<file path="src/hw/status_report_defines.svh">
// How it works
// - errors wait in a queue until the host asks for them
// - each entry is a signed 16-bit code; zero means no error
// - control commands under local-only operation are rejected with code -201
// - excess parameters or commands queue -223 and are not executed
// - safety overvoltage queues -999 and stays latched until power cycle
// - clear-status empties the error queue and the whole summary byte
// - reset enters remote, output off, overvoltage alarm and events cleared, error queue and safety latch kept
// - identify answers five fields: maker, model, serial, firmware, user text
// - summary bit 2 shows a non-empty error queue
// - summary bit 3 shows an enabled questionable event
// - summary bit 7 shows an enabled operation event
// - summary bits 0, 1, 4, 5 and 6 always stay zero
// - event bits latch only on rising condition bits
// - error read acknowledges the overvoltage alarm, clearing it only if cause is gone
// - questionable reads are 16 bits: condition, event, short form event
// - questionable enable is 0 to 32767 and resets all set
// - only enabled event bits raise a group summary bit
// - operation reads are 16 bits; short form equals event query
`ifndef STATUS_REPORT_DEFINES_SVH
`define STATUS_REPORT_DEFINES_SVH
`define ERR_NONE 16'sh0000
`define ERR_LOCAL 16'shFF37
`define ERR_TOO_MUCH 16'shFF21
`define ERR_SAFETY_OVP 16'shFC19
`define STB_ERR_BIT 2
`define STB_QUES_BIT 3
`define STB_OPER_BIT 7
`define QUES_OVP_BIT 0
`define QUES_REMOTE_BIT 10
`define QUES_DC_ON_BIT 11
`define OPER_CV_BIT 8
`define QUES_ENABLE_RESET 16'h7FFF
`define QUES_ENABLE_MAX 16'h7FFF
`define OPER_ENABLE_RESET 16'hFFFF
`define MAX_CMDS_PER_MSG 3'h5
`define ERRQ_DEPTH 8
`define IDN_FIELDS 3'h5
`endif

</file>
<file path="src/hw/status_report_pkg.sv">
package status_report_pkg;
    typedef enum logic [3:0] {
        CMD_CLS, CMD_RST, CMD_IDN_Q, CMD_STB_Q, CMD_ERR_Q,
        CMD_QUESTIONABLE_CONDITION_Q, CMD_QUES_EVENT_Q, CMD_QUES_SHORT_Q, CMD_QUES_ENAB_W, CMD_QUES_ENAB_Q,
        CMD_OPERATION_CONDITION_Q, CMD_OPER_EVENT_Q, CMD_OPER_SHORT_Q, CMD_OPER_ENAB_W, CMD_OPER_ENAB_Q,
        CMD_LOCK
    } cmd_e;
    typedef struct packed {
        cmd_e code;
        logic [15:0] data;
        logic [2:0] position;    // zero-based place of the command in its message
        logic param_excess;      // parser saw too many parameters
    } cmd_s;
    typedef enum logic [1:0] {RESP_VALUE, RESP_ERROR, RESP_IDN} resp_e;
    typedef struct packed {
        resp_e kind;
        logic [2:0] field;       // identify field index 0..4
        logic [15:0] data;
    } resp_s;
endpackage

</file>
<file path="src/hw/status_report.sv">
`timescale 1ns/100ps
`default_nettype none
`include "status_report_defines.svh"
module status_report #(
    parameter logic [15:0] MAKER_CODE = 16'h0001,    // arbitrary
    parameter logic [15:0] MODEL_CODE = 16'h0002,    // arbitrary
    parameter logic [15:0] SERIAL_CODE = 16'h0003,   // arbitrary
    parameter logic [15:0] FIRMWARE_CODE = 16'h0004, // arbitrary
    parameter logic [15:0] USER_TEXT_CODE = 16'h0005 // arbitrary
) (
    input wire logic i_core_clk,
    input wire logic i_nrst,
    input wire logic i_cmd_valid,
    input wire status_report_pkg::cmd_s i_cmd,
    input wire logic i_err_valid,
    input wire logic [15:0] i_err_code,
    input wire logic i_local_only,
    input wire logic i_overvoltage_alarm,
    input wire logic i_safety_ovp,
    input wire logic i_constant_voltage_flag,
    input wire logic [15:0] i_ques_extra,
    input wire logic [15:0] i_oper_extra,
    output logic o_resp_valid,
    output status_report_pkg::resp_s o_resp,
    output logic [7:0] o_status_summary_byte,
    output logic o_remote_active,
    output logic o_dc_on,
    output logic o_safety_latched,
    output logic o_cmd_rejected
);
    // ----------------------------------------------------------------
    // command qualification
    // ----------------------------------------------------------------
    logic excess;
    logic control_cmd;
    logic local_reject;
    logic exec;
    assign excess = i_cmd_valid && (i_cmd.param_excess || i_cmd.position >= `MAX_CMDS_PER_MSG);
    assign control_cmd = (i_cmd.code == status_report_pkg::CMD_RST) ||
                         (i_cmd.code == status_report_pkg::CMD_LOCK) ||
                         (i_cmd.code == status_report_pkg::CMD_QUES_ENAB_W) ||
                         (i_cmd.code == status_report_pkg::CMD_OPER_ENAB_W);
    assign local_reject = i_cmd_valid && !excess && control_cmd && i_local_only;
    assign exec = i_cmd_valid && !excess && !local_reject;

    logic do_cls;
    logic do_rst;
    logic do_err_read;
    assign do_cls = exec && i_cmd.code == status_report_pkg::CMD_CLS;
    assign do_rst = exec && i_cmd.code == status_report_pkg::CMD_RST;
    assign do_err_read = exec && i_cmd.code == status_report_pkg::CMD_ERR_Q;

    // ----------------------------------------------------------------
    // remote and output state
    // ----------------------------------------------------------------
    logic remote;
    logic dc_on;
    always_ff @(posedge i_core_clk) begin
        if (!i_nrst) begin
            remote <= 1'b0;
            dc_on <= 1'b0;
        end else if (do_rst) begin
            remote <= 1'b1;
            dc_on <= 1'b0;
        end else if (exec && i_cmd.code == status_report_pkg::CMD_LOCK) begin
            remote <= i_cmd.data[0];
        end else if (i_local_only) begin
            remote <= 1'b0; // front-panel local forces the unit out of remote
        end
    end

    // ----------------------------------------------------------------
    // alarms
    // ----------------------------------------------------------------
    logic ovp_latched;
    logic safety;
    // acknowledge only cleared causes; a live alarm wins over the clear
    always_ff @(posedge i_core_clk) begin
        if (!i_nrst) begin
            ovp_latched <= 1'b0;
        end else if (i_overvoltage_alarm) begin
            ovp_latched <= 1'b1;
        end else if (do_err_read || do_rst) begin
            ovp_latched <= 1'b0;
        end
    end
    logic safety_prev;
    // safety latch, only reset leaves it
    always_ff @(posedge i_core_clk) begin
        if (!i_nrst) begin
            safety <= 1'b0;
            safety_prev <= 1'b0;
        end else begin
            safety_prev <= i_safety_ovp;
            if (i_safety_ovp) begin
                safety <= 1'b1;
            end
        end
    end

    // ----------------------------------------------------------------
    // condition, event, enable
    // ----------------------------------------------------------------
    logic [15:0] questionable_condition;
    logic [15:0] operation_condition;
    always_comb begin
        questionable_condition = i_ques_extra;
        questionable_condition[`QUES_OVP_BIT] = ovp_latched;
        questionable_condition[`QUES_REMOTE_BIT] = remote;
        questionable_condition[`QUES_DC_ON_BIT] = dc_on;
        operation_condition = i_oper_extra;
        operation_condition[`OPER_CV_BIT] = i_constant_voltage_flag;
    end

    logic [15:0] ques_prev;
    logic [15:0] oper_prev;
    logic [15:0] ques_event;
    logic [15:0] oper_event;
    logic [15:0] ques_enable;
    logic [15:0] oper_enable;
    logic ques_evt_clr;
    logic oper_evt_clr;
    assign ques_evt_clr = do_rst || do_cls || (exec &&
        (i_cmd.code == status_report_pkg::CMD_QUES_EVENT_Q ||
         i_cmd.code == status_report_pkg::CMD_QUES_SHORT_Q));
    assign oper_evt_clr = do_rst || do_cls || (exec &&
        (i_cmd.code == status_report_pkg::CMD_OPER_EVENT_Q ||
         i_cmd.code == status_report_pkg::CMD_OPER_SHORT_Q));

    // rising edges only; new edges win over a clear
    always_ff @(posedge i_core_clk) begin
        if (!i_nrst) begin
            ques_prev <= 16'h0000;
            oper_prev <= 16'h0000;
            ques_event <= 16'h0000;
            oper_event <= 16'h0000;
        end else begin
            ques_prev <= questionable_condition;
            oper_prev <= operation_condition;
            ques_event <= (ques_event & ~{16{ques_evt_clr}}) | (questionable_condition & ~ques_prev);
            oper_event <= (oper_event & ~{16{oper_evt_clr}}) | (operation_condition & ~oper_prev);
        end
    end

    // enables reset all set, questionable top bit unwritable
    always_ff @(posedge i_core_clk) begin
        if (!i_nrst) begin
            ques_enable <= `QUES_ENABLE_RESET;
            oper_enable <= `OPER_ENABLE_RESET;
        end else if (exec && i_cmd.code == status_report_pkg::CMD_QUES_ENAB_W) begin
            ques_enable <= i_cmd.data & `QUES_ENABLE_MAX;
        end else if (exec && i_cmd.code == status_report_pkg::CMD_OPER_ENAB_W) begin
            oper_enable <= i_cmd.data;
        end
    end

    // ----------------------------------------------------------------
    // error queue
    // ----------------------------------------------------------------
    logic [15:0] errq [`ERRQ_DEPTH];
    logic [2:0] rd_ptr;
    logic [2:0] wr_ptr;
    logic [3:0] count;
    logic push;
    logic pop;
    logic [15:0] push_code;
    // one entry per cycle; the safety alarm outranks the others
    always_comb begin
        push = 1'b1;
        push_code = `ERR_NONE;
        if (i_safety_ovp && !safety_prev) begin
            push_code = `ERR_SAFETY_OVP;
        end else if (i_cmd_valid && excess) begin
            push_code = `ERR_TOO_MUCH;
        end else if (local_reject) begin
            push_code = `ERR_LOCAL;
        end else if (i_err_valid) begin
            push_code = i_err_code;
        end else begin
            push = 1'b0;
        end
    end
    assign pop = do_err_read && count != 4'h0;

    // errors held for a query; full queue drops newest
    always_ff @(posedge i_core_clk) begin
        if (!i_nrst || do_cls) begin
            rd_ptr <= 3'h0;
            wr_ptr <= 3'h0;
            count <= 4'h0;
        end else begin
            if (push && (count != 4'(`ERRQ_DEPTH) || pop)) begin
                errq[wr_ptr] <= push_code;
                wr_ptr <= wr_ptr + 3'h1;
            end
            if (pop) begin
                rd_ptr <= rd_ptr + 3'h1;
            end
            if (push && !pop && count != 4'(`ERRQ_DEPTH)) begin
                count <= count + 4'h1;
            end else if (pop && !push) begin
                count <= count - 4'h1;
            end
        end
    end

    // ----------------------------------------------------------------
    // summary byte
    // ----------------------------------------------------------------
    logic [7:0] next_stb;
    always_comb begin
        next_stb = 8'h00;
        next_stb[`STB_ERR_BIT] = count != 4'h0;
        next_stb[`STB_QUES_BIT] = |(ques_event & ques_enable);
        next_stb[`STB_OPER_BIT] = |(oper_event & oper_enable);
    end

    // ----------------------------------------------------------------
    // answers
    // ----------------------------------------------------------------
    logic [2:0] idn_left;
    logic [2:0] idn_field;
    // five identify fields, one answer per cycle
    always_ff @(posedge i_core_clk) begin
        if (!i_nrst) begin
            idn_left <= 3'h0;
            idn_field <= 3'h0;
        end else if (idn_left != 3'h0) begin
            idn_left <= idn_left - 3'h1;
            idn_field <= idn_field + 3'h1;
        end else if (exec && i_cmd.code == status_report_pkg::CMD_IDN_Q) begin
            idn_left <= `IDN_FIELDS;
            idn_field <= 3'h0;
        end
    end

    function automatic logic [15:0] idn_value(input logic [2:0] f);
        unique case (f)
            3'h0: idn_value = MAKER_CODE;
            3'h1: idn_value = MODEL_CODE;
            3'h2: idn_value = SERIAL_CODE;
            3'h3: idn_value = FIRMWARE_CODE;
            default: idn_value = USER_TEXT_CODE;
        endcase
    endfunction

    // query answers appear one cycle after the command, identify fields one cycle later
    always_ff @(posedge i_core_clk) begin
        if (!i_nrst) begin
            o_resp_valid <= 1'b0;
            o_resp <= '0;
        end else if (idn_left != 3'h0) begin
            o_resp_valid <= 1'b1;
            o_resp <= {status_report_pkg::RESP_IDN, idn_field, idn_value(idn_field)};
        end else begin
            o_resp_valid <= exec && !control_cmd && i_cmd.code != status_report_pkg::CMD_CLS
                && i_cmd.code != status_report_pkg::CMD_IDN_Q;
            o_resp.kind <= status_report_pkg::RESP_VALUE;
            o_resp.field <= 3'h0;
            unique case (i_cmd.code)
                status_report_pkg::CMD_ERR_Q: begin
                    o_resp.kind <= status_report_pkg::RESP_ERROR;
                    o_resp.data <= (count != 4'h0) ? errq[rd_ptr] : `ERR_NONE;
                end
                status_report_pkg::CMD_STB_Q: o_resp.data <= {8'h00, next_stb};
                status_report_pkg::CMD_QUESTIONABLE_CONDITION_Q: o_resp.data <= questionable_condition;
                status_report_pkg::CMD_QUES_EVENT_Q,
                status_report_pkg::CMD_QUES_SHORT_Q: o_resp.data <= ques_event;
                status_report_pkg::CMD_QUES_ENAB_Q: o_resp.data <= ques_enable;
                status_report_pkg::CMD_OPERATION_CONDITION_Q: o_resp.data <= operation_condition;
                status_report_pkg::CMD_OPER_EVENT_Q,
                status_report_pkg::CMD_OPER_SHORT_Q: o_resp.data <= oper_event;
                status_report_pkg::CMD_OPER_ENAB_Q: o_resp.data <= oper_enable;
                default: o_resp.data <= 16'h0000;
            endcase
        end
    end

    // status outputs; clear-status empties byte via queue and events
    always_ff @(posedge i_core_clk) begin
        if (!i_nrst) begin
            o_status_summary_byte <= 8'h00;
            o_remote_active <= 1'b0;
            o_dc_on <= 1'b0;
            o_safety_latched <= 1'b0;
            o_cmd_rejected <= 1'b0;
        end else begin
            o_status_summary_byte <= next_stb;
            o_remote_active <= remote;
            o_dc_on <= dc_on;
            o_safety_latched <= safety;
            o_cmd_rejected <= excess || local_reject;
        end
    end
endmodule
`default_nettype wire

</file>
<file path="config.mk">
export PLATFORM = sky130hd
export DESIGN_NAME = status_report
export DESIGN_NICKNAME = d
export VERILOG_FILES = /design/src/hw/status_report_pkg.sv /design/src/hw/status_report.sv
export VERILOG_INCLUDE_DIRS = /design/src /design/src/hw
export SDC_FILE = /design/constraint.sdc
export NUM_CORES = 1
export LEC_CHECK = 0
export ABC_AREA = 1
export BUFFER_PORTS_ARGS = -buffer_cell sky130_fd_sc_hd__buf_2
export CAP_MARGIN = 30
export CORE_ASPECT_RATIO = 0.5
export CORE_UTILIZATION = 63
export DETAILED_ROUTE_END_ITERATION = 16
export MAX_ROUTING_LAYER = met4
export PLACE_DENSITY = 0.93
export SYNTH_ARGS = -nofsm -noshare
export SYNTH_HDL_FRONTEND = slang
export SYNTH_SLANG_ARGS = --single-unit
</file>
<file path="constraint.sdc">
create_clock -name i_core_clk -period 4.28 [get_ports i_core_clk]
set_clock_uncertainty 0.1 [all_clocks]
set_input_delay 0.214 -clock i_core_clk [delete_from_list [all_inputs] [get_ports i_core_clk]]
set_output_delay 0.214 -clock i_core_clk [all_outputs]
set_load 0.02 [all_outputs]
</file>
==> impl_metrics.toml, run 1 <==
[outcome]
status = "completed"

[grt]
first_global_vias = 9056
antenna_found_initial = 0
grt_pass1_wl_microns = 48400
grt_overflow = 0
track_usage_pct = 36.1
grt_start_max_net_pins = 99

[timing]
layout_worst_path_cycle_share_pct = 82.3
tightest_slew_ps = 1120
finalHoldViolations = 0
maxSlewViolCount = 0
setup_tns_ps = 0
rsz0062_at_grt = "false"
fin_crit_ps = 3520
finalSetupViolations = 0
slew_headroom_pct = 25.4
max_freq_mhz = 284
setup_ws_ps = 757
whs_ps = 26.6

[setup_path]
cpMostUsedCell = "nand2_1"
cp_slowest_cell = "dlygate4sd3_1"
path_cells = "dlygate4sd3_1, buf_2, inv_1, nor2_1, nand2_1, nand2_1, nor2_2, nor2_4, nor2_2, nand2_2, nand2_1, ha_1, nand2_1, nand2_1, a31oi_1, inv_1, nand3_1, nand3_1, nand2_1, nor2_1"
startpoint_type = "primary input"
cp.arrival_ps = 3840
worstPathBufferInverterCount = 4
crit_cells = 20
timing.rr.end = "count[3]"
required_ps = 4600
cp_max_fo = 12
max_stage_delay_ps = 550
cp-end-kind = "flop"
critPathLaunch = "i_cmd[20]"
r2r-start = "safety_prev"
crit_end = "count[3]"
crit_type = "primary input to flop"
r2r_cells = 15
r2r_slack_ps = 910
cpLargestDelayFamily = "simple AND/OR/NAND/NOR gates"

[yosys]
synth_edf_count = 128
yosysWarnings = 0
synth_top_family_by_area = "simple AND/OR/NAND/NOR gates"
syn_area_sq_um = 11000
syn_inst = 1173
yosysUniqueCellTypes = 42
synth_xor_area_share_pct = 0.239
yosysTopAreaCell = "edfxtp_1"
synth_fa_ha_area_share_pct = 1.32
avgSynthCellArea_sq_um = 9.37
ys_seq_area_share_pct = 61.2
async_flop_share_pct = 0
synthMuxAreaShare_pct = 0
synth_compound_area_share_pct = 13.4
yosysTopAreaCellShare_pct = 35.0
synthSimpleGateAreaFrac_pct = 17.4
ys_ff_latch = 272
synthTopCellsByArea = "edfxtp_1 (35%), dfxtp_1 (26%), nand2_1 (8.6%)"
ys.flop_type = "dfxtp_1"

[power_and_ir_drop]
cellPowerDensity_nw_per_um2 = 457
pwr-share-seq_pct = 51.2
leakagePower_nw = 5.58
p_total_mw = 5.90
clockPowerShare_pct = 34.5
p_sw_share_pct = 27.7
p_int_mw = 4.27
max-vdd-ir-drop_v = 0.000325
p_comb_share_pct = 14.3
power.net_switching_mw = 1.64

[cts]
cts.sinks = 272
clk_latency_ps = 520
cts-buffers-inserted = 24
cts-root-buf = "clkbuf_16"
post_cts_resized = 0
post-cts-setup-buffer-count = 0
path_clk_slew_ps = 70
clock_tree.buffer_depth = 3
htreeDepth = 1
tritoncts = "built"

[die]
io_pins = 114
rows = 33
core_area_sq_um = 16700
start_util_pct = 65.7
dieWidth_microns = 189
die_area_sq_um = 18000
die_h_microns = 95.4

[routing]
first_pass_iters = 7
routed_wirelength_microns = 32100
wl_per_cell_microns = 20.6
drc = 0
vias = 9788
initialDrtViolationCount = 1572
postRouteAntennaNets = 0
viasPerCell = 6.28

[min_path]
hp-class = "primary input to flop"

[finish]
nets = 1406
seqCellArea_sq_um = 6730
diodes = 0
final_layout_size_suffix_gt1_share_pct = 12.8
fillCellCount = 928
syn_to_final_growth_pct = 17.6
stdcell_count = 1558
multi_input_area_sq_um = 3600

[placement]
dp.final_hpwl_microns = 18800
dp_slack_ps = 1000
dpl.cell_count = 1466
port_buffers = 103
place_congestion = 0.945

[job]
drv_cap = 0
-- kinds of logic (layout without fill, tap and decap cells) --
logic type               Yosys count  in the layout
AO/OA/AOI/OAI                    243            243
XOR/XNOR                           3              3
adder cells (fa/ha/maj)           11             11
buffers and inverters            175            328
flip-flops                       272            272
other                              1              6
AND/OR/NAND/NOR                  468            468
-- synthesized netlist by cell type (2+ instances only) --
cell	instances
nand3_1	70
ha_1	10
a21oi_1	36
o2111ai_1	2
dfxtp_1	144
a31oi_1	6
nor2_4	2
a221oi_1	4
buf_4	8
a22o_1	5
o221ai_1	24
o21ai_0	112
nor3b_1	2
edfxtp_1	128
nor2_2	3
buf_2	5
clkbuf_1	41
nor3_1	7
a211oi_1	6
o211ai_1	14
inv_1	114
nand2_1	251
buf_1	3
clkinv_1	2
nand2_2	2
nand4_1	7
nor2_1	122
o22ai_1	27
xor2_1	3
-- per-layer routing --
layer	part of all wire, %	track usage, %	vias up	routed length [microns]
met2	45	57.5	885	14500
met1	36	45.2	4459	11600
met3	13	6.92	185	4250
met5	0	-	-	0
li1	-	-	4259	-
met4	5.3	17.4	0	1690
-- tightest hold or removal path, delay by kind of cell --
family	cells	cell delay, ps
simple gates	2	210
buf+inv	1	70
-- through the flow --
| stage | area [sq um] | util (%) |
|---|---|---|
| CTS | 12900 | 77.1 |
| global placement | 11700 | 69.8 |
| detailed placement | 11700 | 69.9 |
| finish | 12900 | 77.2 |
| floorplan | 11000 | - |
| global route | 12900 | 77.2 |
-- final cells by class --
type	count	share of cell area [%]
flip-flops and latches	272	52.1
multi-input cells	731	27.9
repair buffers	169	8.88
clock buffers	31	5.01
inverters	117	3.40
well taps	227	2.20
clock inverters	11	0.572
-- worst min path at each step --
| stage | cells past startpoint | startpoint | slack [ps] | to |
|---|---|---|---|---|
| after floorplan | 2 | i_ques_extra[12] | 220 | ques_prev[12] |
| after global placement | 1 | ques_prev[12] | 310 | ques_event[12] |
| after detailed placement | 1 | ques_prev[2] | 310 | ques_event[2] |
| after CTS | 6 | i_local_only | 20 | remote |
| after global routing | 3 | i_err_code[0] | 70 | errq[6][0] |
| final | 3 | i_err_code[0] | 30 | errq[4][0] |
-- state kept, by name, indices dropped and copies added, names as in the netlist, 4 cells and up, named ones only --
register     count
ques_enable     15
ques_prev       15
errq           128
oper_enable     16
count            4
oper_prev       16
oper_event      16
ques_event      16
o_resp          21
-- placed cells by master, fill, tap and decap left out, drive strengths merged, types with 3 or more instances in the layout --
cell	netlist	layout
a221oi	4	4
nor3	7	7
dlygate4sd3	0	49
clkinv	2	10
o22ai	27	27
inv	115	116
a21oi	38	38
a31oi	6	6
xor2	3	3
nand2	253	253
nand4	7	7
nand3	70	70
o221ai	24	24
o211ai	14	14
dfxtp	144	144
edfxtp	128	128
conb	1	6
clkbuf	41	31
a22o	5	5
nor2	127	127
a211oi	6	6
buf	17	120
ha	10	10
o21ai	113	113
-- power by group through the flow --
stage	logic, mW	clock network [mW]	registers (mW)
floorplan	0.437	0	3.10
global placement	0.689	0	3.05
detailed placement	0.742	0	3.07
CTS	0.799	2.01	3.01
global route	0.907	2.13	3.03
finish	0.844	2.04	3.02
-- repair_timing --
item,4_1_cts,5_1_grt
endpoints found under the setup margin,0,0
hold buffers,49,0
endpoints found under the hold margin,95,0
No activity file was read; power rests on OpenSTA's default activity.
==> run 2, diff against run 1 <==
--- a/config.mk
+++ b/config.mk
@@ -6,14 +6,14 @@
 export SDC_FILE = /design/constraint.sdc
 export NUM_CORES = 1
 export LEC_CHECK = 0
-export ABC_AREA = 1
+export ABC_AREA = 0
 export BUFFER_PORTS_ARGS = -buffer_cell sky130_fd_sc_hd__buf_2
 export CAP_MARGIN = 30
 export CORE_ASPECT_RATIO = 0.5
-export CORE_UTILIZATION = 63
+export CORE_UTILIZATION = 59
 export DETAILED_ROUTE_END_ITERATION = 16
 export MAX_ROUTING_LAYER = met4
-export PLACE_DENSITY = 0.93
+export PLACE_DENSITY = 0.88
 export SYNTH_ARGS = -nofsm -noshare
 export SYNTH_HDL_FRONTEND = slang
 export SYNTH_SLANG_ARGS = --single-unit
==> constraint.sdc (replaced) <==
create_clock -name i_core_clk -period 3.4 [get_ports i_core_clk]
set_clock_uncertainty 0.1 [all_clocks]
set_input_delay 0.17 -clock i_core_clk [delete_from_list [all_inputs] [get_ports i_core_clk]]
set_output_delay 0.17 -clock i_core_clk [all_outputs]
set_load 0.02 [all_outputs]
==> run 2 against run 1 <==
Net effect: clock power up 39%; sequential share of layout area down 0.91 points; via count down 16%; critical endpoint unchanged; flip-flop and latch count unchanged; largest power group unchanged; combinational power up 40%; critical path type is now flop to flop; count of clock-buffer cells in the layout unchanged; power up 33%; cell count down 13%; worst setup slack worse by 93 ps; wire length down 10%.
==> impl_metrics.toml, run 2 <==
[outcome]
status = "completed"

[finish]
largest_register_ffs = 128
largestRegisters = "errq (128), o_resp (21)"
final_area_sq_um = 13100
final_layout_size_suffix_gt1_share_pct = 21.5
syn_to_final_growth_pct = 19.4
nets = 1196
largest_register = "errq"
layout_commonest_cell = "nand2_1"
stdcell_count = 1356
diodes = 0
fillCellCount = 1146
final_cell_mix = "nand2_1 (189), dfxtp_1 (143), edfxtp_1 (128)"

[power_and_ir_drop]
leakagePower_nw = 5.28
power.net_switching_mw = 2.07
clockPowerShare_pct = 36.0
max-vdd-ir-drop_v = 0.000335
p_comb_share_pct = 15.0
p_sw_share_pct = 26.3
pwr-share-seq_pct = 49.0
cellPowerDensity_nw_per_um2 = 597
p_int_mw = 5.78

[placement]
placed_cell_area_sq_um = 11800
dp.final_hpwl_microns = 18700
dp_slack_ps = 522
port_buffers = 103
place_congestion = 0.980
dpl.cell_count = 1262

[die]
core_area_sq_um = 17800
die_h_microns = 98.6
io_pins = 114
rows = 34
dieWidth_microns = 195
die_area_sq_um = 19200
start_util_pct = 61.8

[yosys]
ys_seq_area_share_pct = 61.1
syn_inst = 940
async_flop_share_pct = 0
yosysUniqueCellTypes = 70
synth_edf_count = 128
yosysWarnings = 0
avgSynthCellArea_sq_um = 11.7
ys.flop_type = "dfxtp_1"
ys_ff_latch = 272
yosysTopAreaCell = "edfxtp_1"
synthTopCellsByArea = "edfxtp_1 (35%), dfxtp_1 (26%), mux4_2 (6.5%)"
yosys.cell_count.top_type = "nand2_1"
syn_area_sq_um = 11000
yosysTopAreaCellShare_pct = 34.9
synth_commonest_cells = "nand2_1 (189), dfxtp_1 (144), edfxtp_1 (128)"

[grt]
track_usage_pct = 31.8
grt_start_max_net_pins = 38
first_global_vias = 8049
antenna_found_initial = 0
grt_overflow = 0
grt_pass1_wl_microns = 45200

[timing]
max_freq_mhz = 366
setup_tns_ps = 0
setup_ws_ps = 664
rsz0062_at_grt = "false"
finalHoldViolations = 0
fin_crit_ps = 2740
maxSlewViolCount = 0
layout_worst_path_cycle_share_pct = 80.5
tightest_slew_ps = 921
finalSetupViolations = 0
whs_ps = 14.1
slew_headroom_pct = 37.6

[cts]
htreeDepth = 1
cts-buffers-inserted = 24
clk_latency_ps = 530
cts.sinks = 272
post-cts-setup-buffer-count = 0
path_clk_slew_ps = 70
tritoncts = "built"
clock_tree.buffer_depth = 3
cts-root-buf = "clkbuf_16"

[setup_path]
cpMostUsedCell = "a21o_1"
required_ps = 3710
path_cells = "or4b_2, o31a_4, nand2_1, ha_1, a21o_1, a21o_1, nor4_1, a31oi_1, xor2_1, nor2_1"
cp-end-kind = "flop"
max_stage_delay_ps = 740
cp_max_fo = 6
cp_slowest_cell = "or4b_2"
cp.arrival_ps = 3050
crit_type = "flop to flop"
startpoint_type = "flop"

[min_path]
hp-class = "primary input to flop"

[routing]
postRouteAntennaNets = 0
initialDrtViolationCount = 1123
drc = 0
vias = 8242
wl_per_cell_microns = 21.3
first_pass_iters = 6
routed_wirelength_microns = 28800
viasPerCell = 6.08

[job]
drv_cap = 0
## run 2: cell types whose count changed after synthesis, sizes merged, moves of 20 or more
cell    change
a22oi      +23
clkbuf     -20
inv        -77
mux4       +32
nand2      -64
nand3      -34
nor2       -73
o21ai      -69
o22ai      -20
## run 2: repair_timing
item / CTS / global route
endpoints found under the hold margin: 103 / 0
resized for setup: 0 / 0
hold buffers: 51 / 0
## run 2: worst paths after layout
kind                  start       endpoint  slack [ps]  depth (start not counted)
max reg2reg        count[0]       count[3]         660                         10
max                count[0]       count[3]         660                         10
min reg2reg    oper_prev[7]  oper_event[7]         300                          1
min          i_err_code[13]    errq[7][13]          10                          3
## run 2: logic make-up (layout without fill, tap and decap cells)
family	Yosys count	in the layout	synth area share, %
compound gates	158	158	9.90
xor+xnor	8	8	0.637
fa+ha+maj	12	12	1.41
buf+inv	91	268	3.73
flops	272	272	61.1
mux	60	60	9.26
other cells	1	6	0.0341
simple gates	338	338	13.9
## run 2: routing by layer
layer | GRT usage (%) | vias to the layer above | share of wire [%]
met4 | 9.99 | 0 | 3.4
met3 | 5.34 | 90 | 9.1
met1 | 42.8 | 3949 | 41
met2 | 50.1 | 487 | 46
met5 | - | - | 0
li1 | - | 3716 | -
## run 2: cell type report
cell class / instances / area (sq um) / share of cell area (%)
clock inverters: 12 / 143 / 1.09
clock buffers: 31 / 668 / 5.08
inverters: 39 / 146 / 1.11
flip-flops and latches: 272 / 6730 / 51.2
multi-input cells: 582 / 3900 / 29.7
repair buffers: 186 / 1270 / 9.63
well taps: 234 / 293 / 2.23
## run 2: through the flow
step	utilization (%)	power, mW
3_3_place_gp	66.3	4.94
3_5_place_dp	66.3	5.00
4_1_cts	73.7	7.84
2_1_floorplan	-	4.61
5_1_grt	73.7	8.12
6_report	73.7	7.85
## run 2: critical path: cells and delay by family (launching register included)
kind                     cells  cell delay [ps]
AND/OR/NAND/NOR              4             1100
flip-flops                   1              400
XOR/XNOR                     1              140
adder cells (fa/ha/maj)      1              250
AO/OA/AOI/OAI                4              630
## run 2: power groups by stage
| stage | clock network, mW | registers, mW | logic [mW] |
|---|---|---|---|
| detailed placement | 0 | 3.91 | 1.09 |
| global route | 2.98 | 3.87 | 1.28 |
| finish | 2.83 | 3.85 | 1.18 |
| floorplan | 0 | 3.93 | 0.682 |
| CTS | 2.84 | 3.84 | 1.16 |
| global placement | 0 | 3.89 | 1.05 |
